$ cat src/pfm_pkg.sv
package pfm_pkg;
	localparam int NUM_PADS = 24;
	localparam int NUM_ALTS = 9;
	localparam int NUM_FIXED = 4;
	localparam int NUM_IN_FUNCS = 4;
	localparam int NUM_CAND = 4;
	localparam int SEL_W = 4;
	localparam int CAND_W = 2;
	localparam int PAD_IDX_W = 5;

	localparam logic [SEL_W-1:0] ALT_ZERO = 4'h0;
	localparam logic [SEL_W-1:0] ALT_FIVE = 4'h5;
	localparam logic [SEL_W-1:0] ALT_LAST = 4'h8;
	localparam int LOW_BANK_FIRST = 1;
	localparam int LOW_BANK_LAST = 15;

	// Region in paddr[9:8], entry index in paddr[7:2]
	localparam logic [1:0] REGION_FUNC_SEL = 2'h0;
	localparam logic [1:0] REGION_PAD_CTL = 2'h1;
	localparam logic [1:0] REGION_IN_SEL = 2'h2;
	localparam logic [1:0] REGION_STATUS = 2'h3;
	localparam logic [11:0] ADDR_FUNC_SEL_BASE = 12'h000;
	localparam logic [11:0] ADDR_PAD_CTL_BASE = 12'h100;
	localparam logic [11:0] ADDR_IN_SEL_BASE = 12'h200;
	localparam logic [11:0] ADDR_PAD_LEVEL = 12'h300;
	localparam logic [11:0] ADDR_PAD_3V3 = 12'h304;

	typedef struct packed {
		logic input_enable;
		logic slow_slew;
		logic [2:0] drive;
		logic open_drain;
		logic pull_up;
		logic pull_enable;
		logic hysteresis;
	} pfm_elec_t;

	localparam int ELEC_W = $bits(pfm_elec_t);

	// Reset pull choice per pad; a pad in neither mask has no pull
	localparam logic [NUM_PADS-1:0] PULL_DOWN_RST = 24'h00_00F0;
	localparam logic [NUM_PADS-1:0] PULL_UP_RST = 24'h0F_0F00;
	// Pads that wake up as high-impedance outputs, input buffer off
	localparam logic [NUM_PADS-1:0] HIZ_OUT_RST = 24'hC0_0000;
	localparam logic [2:0] DRIVE_RST = 3'h0;

	typedef struct packed {
		logic o;
		logic oe;
	} pfm_drive_t;

	// Pads that may feed each multi-source input function
	localparam logic [PAD_IDX_W-1:0] IN_CAND [NUM_IN_FUNCS][NUM_CAND] = '{
		'{5'h02, 5'h08, 5'h10, 5'h14},
		'{5'h03, 5'h09, 5'h11, 5'h15},
		'{5'h04, 5'h0A, 5'h12, 5'h16},
		'{5'h05, 5'h0B, 5'h13, 5'h17}
	};
endpackage

$ cat src/pfm_pad_cell.sv
`timescale 1ns/10ps
module pfm_pad_cell import pfm_pkg::*; (
	input wire logic [SEL_W-1:0] func_sel,
	input wire pfm_elec_t ctl,
	input wire logic is_3v3,
	input wire pfm_drive_t alt_drive [NUM_ALTS],
	input wire logic pad_in,
	output pfm_drive_t pad_drive,
	output pfm_elec_t elec,
	output logic [NUM_ALTS-1:0] alt_in
);
	pfm_drive_t chosen;

	always_comb begin
		chosen = '0;
		// Codes above the last alternative leave the pad undriven
		for (int a = 0; a < NUM_ALTS; a++) begin
			if (func_sel == SEL_W'(a)) begin
				chosen = alt_drive[a];
			end
		end
		pad_drive.o = chosen.o;
		pad_drive.oe = chosen.oe;
		if (ctl.open_drain) begin
			// Open drain only pulls low, released high
			pad_drive.o = 1'b0;
			pad_drive.oe = chosen.oe & ~chosen.o;
		end
		elec = ctl;
		// Pull resistors are dead at the high supply level
		elec.pull_enable = ctl.pull_enable & ~is_3v3;
		for (int a = 0; a < NUM_ALTS; a++) begin
			alt_in[a] = ctl.input_enable & pad_in & (func_sel == SEL_W'(a));
		end
	end
endmodule

$ cat src/pfm_pad_multiplexer.sv
// Notes on behaviour
// - Each pad carries one of nine functions
// - Dedicated interface pads are fixed, unselectable
// - Input-select picks source pad per function
// - Reset function five; low bank pads zero
// - Per-pad electrical control register
// - Reset pads: inputs, some with pulls, some hi-Z
// - Pulls ineffective on 3.3V pads
`timescale 1ns/10ps
module pfm_pad_multiplexer import pfm_pkg::*; (
	input wire logic clk,
	input wire logic rst,
	input wire logic psel,
	input wire logic penable,
	input wire logic pwrite,
	input wire logic [11:0] paddr,
	input wire logic [31:0] pwdata,
	output logic [31:0] prdata,
	output logic pready,
	output logic pslverr,
	input wire pfm_drive_t periph_drive [NUM_PADS][NUM_ALTS],
	output logic [NUM_ALTS-1:0] periph_in [NUM_PADS],
	output logic [NUM_IN_FUNCS-1:0] func_in,
	input wire logic [NUM_PADS-1:0] pad_in,
	input wire logic [NUM_PADS-1:0] pad_is_3v3,
	output logic [NUM_PADS-1:0] pad_o,
	output logic [NUM_PADS-1:0] pad_oe_n,
	output pfm_elec_t pad_elec [NUM_PADS],
	input wire pfm_drive_t fixed_periph_drive [NUM_FIXED],
	output logic [NUM_FIXED-1:0] fixed_periph_in,
	input wire logic [NUM_FIXED-1:0] fixed_pad_in,
	output logic [NUM_FIXED-1:0] fixed_pad_o,
	output logic [NUM_FIXED-1:0] fixed_pad_oe_n
);
	logic [SEL_W-1:0] func_sel [NUM_PADS];
	logic [SEL_W-1:0] next_func_sel [NUM_PADS];
	pfm_elec_t pad_ctl [NUM_PADS];
	pfm_elec_t next_pad_ctl [NUM_PADS];
	logic [CAND_W-1:0] in_sel [NUM_IN_FUNCS];
	logic [CAND_W-1:0] next_in_sel [NUM_IN_FUNCS];

	logic [NUM_PADS-1:0] next_pad_o;
	logic [NUM_PADS-1:0] next_pad_oe_n;
	pfm_elec_t next_pad_elec [NUM_PADS];
	logic [NUM_ALTS-1:0] next_periph_in [NUM_PADS];
	logic [NUM_IN_FUNCS-1:0] next_func_in;
	logic [NUM_FIXED-1:0] next_fixed_pad_o;
	logic [NUM_FIXED-1:0] next_fixed_pad_oe_n;
	logic [NUM_FIXED-1:0] next_fixed_periph_in;

	pfm_drive_t cell_drive [NUM_PADS];
	pfm_elec_t cell_elec [NUM_PADS];
	logic [NUM_ALTS-1:0] cell_alt_in [NUM_PADS];

	logic [1:0] region;
	logic [5:0] index;
	logic access;
	logic bad_addr;
	logic do_write;

	// Bus decode
	assign region = paddr[9:8];
	assign index = paddr[7:2];
	assign access = psel & penable;
	assign pready = 1'b1;

	always_comb begin
		bad_addr = 1'b0;
		prdata = '0;
		if (paddr[1:0] != 2'h0 || paddr[11:10] != 2'h0) begin
			bad_addr = 1'b1;
		end else begin
			unique case (region)
				REGION_FUNC_SEL: begin
					if (index < 6'(NUM_PADS)) begin
						prdata = 32'(func_sel[index[PAD_IDX_W-1:0]]);
					end else begin
						bad_addr = 1'b1;
					end
				end
				REGION_PAD_CTL: begin
					if (index < 6'(NUM_PADS)) begin
						prdata = 32'(pad_ctl[index[PAD_IDX_W-1:0]]);
					end else begin
						bad_addr = 1'b1;
					end
				end
				REGION_IN_SEL: begin
					if (index < 6'(NUM_IN_FUNCS)) begin
						prdata = 32'(in_sel[index[CAND_W-1:0]]);
					end else begin
						bad_addr = 1'b1;
					end
				end
				REGION_STATUS: begin
					if ({2'h0, paddr[9:0]} == ADDR_PAD_LEVEL) begin
						prdata = 32'(pad_in);
					end else if ({2'h0, paddr[9:0]} == ADDR_PAD_3V3) begin
						prdata = 32'(pad_is_3v3);
					end else begin
						bad_addr = 1'b1;
					end
				end
			endcase
		end
		pslverr = access & bad_addr;
	end

	// Status registers are read-only, so writes to them are silently dropped
	assign do_write = access & pwrite & ~bad_addr;

	// Register file
	always_comb begin
		next_func_sel = func_sel;
		next_pad_ctl = pad_ctl;
		next_in_sel = in_sel;
		if (do_write) begin
			for (int p = 0; p < NUM_PADS; p++) begin
				if (index == 6'(p) && region == REGION_FUNC_SEL) begin
					next_func_sel[p] = pwdata[SEL_W-1:0];
				end
				if (index == 6'(p) && region == REGION_PAD_CTL) begin
					next_pad_ctl[p] = pwdata[ELEC_W-1:0];
				end
			end
			for (int f = 0; f < NUM_IN_FUNCS; f++) begin
				if (index == 6'(f) && region == REGION_IN_SEL) begin
					next_in_sel[f] = pwdata[CAND_W-1:0];
				end
			end
		end
	end

	always_ff @(posedge clk) begin
		if (rst) begin
			for (int p = 0; p < NUM_PADS; p++) begin
				if (p >= LOW_BANK_FIRST && p <= LOW_BANK_LAST) begin
					func_sel[p] <= ALT_ZERO;
				end else begin
					func_sel[p] <= ALT_FIVE;
				end
				pad_ctl[p].input_enable <= ~HIZ_OUT_RST[p];
				pad_ctl[p].slow_slew <= 1'b1;
				pad_ctl[p].drive <= DRIVE_RST;
				pad_ctl[p].open_drain <= 1'b0;
				pad_ctl[p].pull_up <= PULL_UP_RST[p];
				pad_ctl[p].pull_enable <= PULL_UP_RST[p] | PULL_DOWN_RST[p];
				pad_ctl[p].hysteresis <= 1'b0;
			end
			for (int f = 0; f < NUM_IN_FUNCS; f++) begin
				in_sel[f] <= '0;
			end
		end else begin
			func_sel <= next_func_sel;
			pad_ctl <= next_pad_ctl;
			in_sel <= next_in_sel;
		end
	end

	// Pad cells
	generate
		for (genvar p = 0; p < NUM_PADS; p++) begin : g_pad
			pfm_pad_cell u_cell (
				.func_sel(func_sel[p]),
				.ctl(pad_ctl[p]),
				.is_3v3(pad_is_3v3[p]),
				.alt_drive(periph_drive[p]),
				.pad_in(pad_in[p]),
				.pad_drive(cell_drive[p]),
				.elec(cell_elec[p]),
				.alt_in(cell_alt_in[p])
			);
		end
	endgenerate

	// Registered pad side so a mux change cannot glitch neighbours
	always_comb begin
		for (int p = 0; p < NUM_PADS; p++) begin
			next_pad_o[p] = cell_drive[p].o;
			next_pad_oe_n[p] = ~cell_drive[p].oe;
			next_pad_elec[p] = cell_elec[p];
			next_periph_in[p] = cell_alt_in[p];
		end
		for (int f = 0; f < NUM_IN_FUNCS; f++) begin
			// Source pad must also sit on an input-capable setting
			next_func_in[f] = pad_in[IN_CAND[f][in_sel[f]]]
				& pad_ctl[IN_CAND[f][in_sel[f]]].input_enable;
		end
		for (int d = 0; d < NUM_FIXED; d++) begin
			next_fixed_pad_o[d] = fixed_periph_drive[d].o;
			next_fixed_pad_oe_n[d] = ~fixed_periph_drive[d].oe;
			next_fixed_periph_in[d] = fixed_pad_in[d];
		end
	end

	always_ff @(posedge clk) begin
		if (rst) begin
			pad_o <= '0;
			pad_oe_n <= '1;
			for (int p = 0; p < NUM_PADS; p++) begin
				pad_elec[p] <= '0;
				periph_in[p] <= '0;
			end
			func_in <= '0;
			fixed_pad_o <= '0;
			fixed_pad_oe_n <= '1;
			fixed_periph_in <= '0;
		end else begin
			pad_o <= next_pad_o;
			pad_oe_n <= next_pad_oe_n;
			pad_elec <= next_pad_elec;
			periph_in <= next_periph_in;
			func_in <= next_func_in;
			fixed_pad_o <= next_fixed_pad_o;
			fixed_pad_oe_n <= next_fixed_pad_oe_n;
			fixed_periph_in <= next_fixed_periph_in;
		end
	end
endmodule

$ cat config.mk
export PLATFORM = sky130hd
export DESIGN_NAME = pfm_pad_multiplexer
export DESIGN_NICKNAME = d
export VERILOG_FILES = /design/src/pfm_pkg.sv /design/src/pfm_pad_cell.sv /design/src/pfm_pad_multiplexer.sv
export SDC_FILE = /design/constraint.sdc
export NUM_CORES = 2
export LEC_CHECK = 0
export BUFFER_PORTS_ARGS = -buffer_cell sky130_fd_sc_hd__buf_2
export CAP_MARGIN = 20
export CORE_AREA = 2 2 412 414
export DETAILED_ROUTE_END_ITERATION = 6
export DIE_AREA = 0 0 414 416
export GPL_TIMING_DRIVEN = 1
export PLACE_DENSITY_LB_ADDON = 0.25
export SYNTH_ARGS = -nofsm -noshare
export SYNTH_HDL_FRONTEND = slang
export SYNTH_SLANG_ARGS = --single-unit
$ cat constraint.sdc
create_clock -name clk -period 2.9 [get_ports clk]
set_input_delay 0.435 -clock clk [delete_from_list [all_inputs] [get_ports clk]]
set_output_delay 0.435 -clock clk [all_outputs]
set_load 0.1 [all_outputs]
==> run summary <==
The run finished, with violations left. The final reports fail on setup timing. Timing would allow up to 317 MHz.

TritonCTS built the clock tree. Setup violations remaining at the end of the flow were counted as 10. Counting the buffers created by CTS gives 99.

Count of warnings emitted by yosys: 0. The worst setup path is captured at a primary output. The logs give 9.8% for the share of total power in combinational logic and 20.1 mW for the design internal power. Including well taps, the total number of placed cells is 6,913. Leaving out filler cells and counting taps, the final layout contains 7,188. Global routing consumed, over all layers together, 20.8% of the routing resources. The number of pins with negative max-slew slack in the final report was 0. Path class of the lowest-slack min-delay path: primary input to flip-flop. Yosys attributes the largest share of cell area to sky130_fd_sc_hd__dfxtp_1, sky130_fd_sc_hd__mux4_2, sky130_fd_sc_hd__nand2_1. Setup repair after global routing could not meet its margin everywhere. Counting flops and latches in the post-synthesis netlist gives 816. Headroom to the max-slew limit: 43.9%.

The number of buffer and inverter stages on the critical path was 2; the final worst hold slack was 50.0 ps. Sequential cells account for 41.2% of the total power. The maximum single-stage delay on the critical path works out to 520 ps.

The worst-path cell with the longest stage delay was sky130_fd_sc_hd__mux4_2. The clock passes through at most 3 buffers. Summing every instance area after synthesis gives 33,500 um2. The category of cells accounting for the largest share of critical-path delay was compound AO/OA/AOI/OAI gates. The logs give -258 ps for the final setup slack of the worst path and 5,409 for the count of nets after finishing. Routability-driven placement finished with a final weighted congestion of 0.888. The average vias per placed instance is 4.54, and the count of clock tree sinks is 816. The first detailed-routing pass ran for 5 iterations.

The run gives 49.0% as the power share of the clock group. The tools report the final design instance area without fill as 48,100 um2. The routed wirelength normalized by instance count was 25.7 um; the power density over the cells was 573 nW/um2. The worst slack at placement is -357 ps. The critical path is of the flip-flop to primary output type. Number of rows in the core area: 151.

The first-iteration detailed-routing DRC count is 2,154, and the via count of the first global-routing pass is 32,600. From bottom edge to top edge, the die measures 416 um. sky130_fd_sc_hd__dfxtp_1 takes more of the synthesized area than any other cell. The signal on the critical path passes through mux4_2 > a22oi_2 > buf_4 > a21oi_2 > a2111o_2 > buf_12. Of all nets on the critical path, the largest fanout is 2. The tools report the leakage power total as 19.9 nW.

The synthesized netlist devotes 23.9% of its cell area to simple gates. The post-route setup TNS came out at -1200 ps. Top-level I/O count: 1,071.

The final critical path takes up 109% of the cycle. The compound-gate portion of the synthesized area came out at 11.0%. Counting flops with a built-in enable in the synthesized netlist gives 0. The sum of internal, switching and leakage power was 27.5 mW; the switching power was 7.46 mW. VDD sags by at most 0.000423 V. The initial utilization of the core area, before any placement, comes to 19.9%. The netlist uses 62 different library cells.

The top cell types in the final layout, fill and taps aside, are sky130_fd_sc_hd__buf_2, sky130_fd_sc_hd__dfxtp_1, sky130_fd_sc_hd__nand2_1, sky130_fd_sc_hd__nor2_1, sky130_fd_sc_hd__buf_4. The tools report the signal arrival time at the worst endpoint as 2720 ps. The slack of the worst reg-to-reg path is 730 ps, and the XOR/XNOR share of the synthesized area is 0%. Of all flip-flops after synthesis, the portion carrying an async set or reset was 0%. Cells fill 28.6% of the core in the end.

For this run, the leading register cell type out of synthesis is sky130_fd_sc_hd__dfxtp_1. For the data required time at the worst endpoint, the log shows 2470 ps. Clock root buffer: sky130_fd_sc_hd__clkbuf_16. The horizontal die dimension came out at 414 um. The maximum level of the CTS H-tree came out at 3. The logs give 32,600 for the routed via count and 43,300 um2 for the cell area after placement. Across the run, the number of max-cap violations was 0. The type of element launching the critical path was a flip-flop. After clock tree synthesis, the clock-pin slew on the worst setup and hold paths is 60 ps.

For the number of hold-slack violations in the final timing report, the log shows 0. Net switching is 27.1% of the power. The largest net degree at the start of global routing was 113.

Synthesis produced a netlist whose cell count is 3,673. The synthesized netlist devotes 0.149% of its cell area to adder and majority cells. The transition time at the pin with the least slew margin works out to 842 ps.

The floorplan step defined a die boundary enclosing 172,000 um2. Initial antenna violation count: 30. Dominant combinational cell family by area after synthesis: simple AND/OR/NAND/NOR gates.

At the later pin of the worst-skew pair, clock insertion delay measures 750 ps. Summed over all nets, the half-perimeter wirelength after detailed placement is 147 mm. The area of the placeable core is 168,000 um2. In the final layout, the share of cells above drive strength 1 is 36.0%. Sequential cells were found to cover 48.8% of the synthesized design area. The share of Yosys cell area claimed by the top area cell type came out at 48.8%. Port buffering added 1,038 buffers. The count of nets left with antenna violations after detail routing was 0. The leftover overflow at the end of global routing was 0. Multiplexer cells account for 11.8% of the synthesized area. For the final database, setup skew stands at 45.4 ps.

The final critical path time including I/O delays and setup works out to 3160 ps. The mean instance size in the synthesized netlist was 9.12 um2. In the routed design, unresolved DRC markers number 0. For this block, the routed nets add up to 185 mm of wire.

The global-route wire length before repair is 254 mm, and the area overhead of the layout relative to synthesis is 43.5%. Leaving out fill and tap cells, the most frequent cell in the layout is sky130_fd_sc_hd__buf_2.
-- synth_stat cells, types with 7 or more instances --
cell                          n
sky130_fd_sc_hd__a2111oi_0    7
sky130_fd_sc_hd__a211o_1     29
sky130_fd_sc_hd__a211oi_1    14
sky130_fd_sc_hd__a21oi_1    234
sky130_fd_sc_hd__a221o_1     12
sky130_fd_sc_hd__a221oi_1     9
sky130_fd_sc_hd__a22oi_1     34
sky130_fd_sc_hd__a31oi_1     23
sky130_fd_sc_hd__and3_1      16
sky130_fd_sc_hd__buf_1       24
sky130_fd_sc_hd__buf_2       25
sky130_fd_sc_hd__buf_4       16
sky130_fd_sc_hd__clkbuf_1   232
sky130_fd_sc_hd__dfxtp_1    816
sky130_fd_sc_hd__inv_1       70
sky130_fd_sc_hd__mux2_2      18
sky130_fd_sc_hd__mux2i_1    158
sky130_fd_sc_hd__mux4_2      96
sky130_fd_sc_hd__nand2_1    426
sky130_fd_sc_hd__nand2b_1    54
sky130_fd_sc_hd__nand3_1    228
sky130_fd_sc_hd__nand3b_1    41
sky130_fd_sc_hd__nand4b_1     8
sky130_fd_sc_hd__nor2_1     401
sky130_fd_sc_hd__nor2b_1    235
sky130_fd_sc_hd__nor3_1      82
sky130_fd_sc_hd__nor3b_1     53
sky130_fd_sc_hd__nor4_1      10
sky130_fd_sc_hd__nor4b_1     12
sky130_fd_sc_hd__o211ai_1    34
sky130_fd_sc_hd__o21ai_0     70
sky130_fd_sc_hd__o21bai_1     9
sky130_fd_sc_hd__o221ai_1    21
sky130_fd_sc_hd__o22a_1      10
sky130_fd_sc_hd__o22ai_1     43
sky130_fd_sc_hd__or3_1       23
sky130_fd_sc_hd__or4_1        7
-- state kept, by name, summed over array words and instances, names as in the netlist --
name	cells
fixed_pad_o	4
fixed_pad_oe_n	4
fixed_periph_in	4
func_in	4
func_sel	96
in_sel	8
pad_ctl	216
pad_elec	216
pad_o	24
pad_oe_n	24
periph_in	216
-- per-layer routing --
metal	track usage [%]	vias up	share of wire, %
met4	8.54	4	4.0
li1	-	15200	-
met1	23.3	15900	38
met3	4.58	237	6.7
met2	37.9	1322	52
met5	0	-	0.015
-- area by class of cell --
type / instances / area (um2)
Fill cell: 18000 / 120000
Sequential cell: 816 / 16400
Multi-Input combinational cell: 2497 / 16300
Timing Repair Buffer: 1380 / 8670
Clock buffer: 135 / 2790
Tap cell: 2218 / 2780
Clock inverter: 50 / 744
Inverter: 70 / 263
Antenna cell: 22 / 55.1
-- power by group through the flow --
stage | clock, mW | sequential, mW | combinational (mW)
3_5_place_dp | 0 | 11.6 | 2.64
6_report | 13.5 | 11.3 | 2.70
4_1_cts | 13.9 | 11.3 | 2.72
3_3_place_gp | 0 | 11.6 | 2.64
2_1_floorplan | 0 | 12.4 | 0.699
5_1_grt | 14.4 | 11.3 | 2.82
-- worst paths after layout --
path	from	end	cells after the start
worst max register to register	func_sel[65]	pad_oe_n[7]	5
worst min register to register	pad_ctl[158]	pad_ctl[158]	2
worst max-delay path	func_sel[65]	prdata[1]	6
worst min-delay path	rst	pad_elec[66]	2
-- cells by family (layout without fill, tap and decap cells) --
group / count (synthesis) / after routing
flip-flops: 816 / 816
buffers and inverters: 367 / 1635
other: 2 / 31
multiplexers: 272 / 272
AND/OR/NAND/NOR: 1630 / 1630
adder cells (fa/ha/maj): 4 / 4
AO/OA/AOI/OAI: 582 / 582
-- repair_timing --
item	4_1_cts	5_1_grt
gates resized for setup	111	41
setup endpoints to repair	24	24
hold buffers	47	0
hold endpoints to repair	47	0
pin swaps	17	32
buffers inserted	14	11
cloned	2	0
Note: power is estimated with default switching activity, not from simulation.
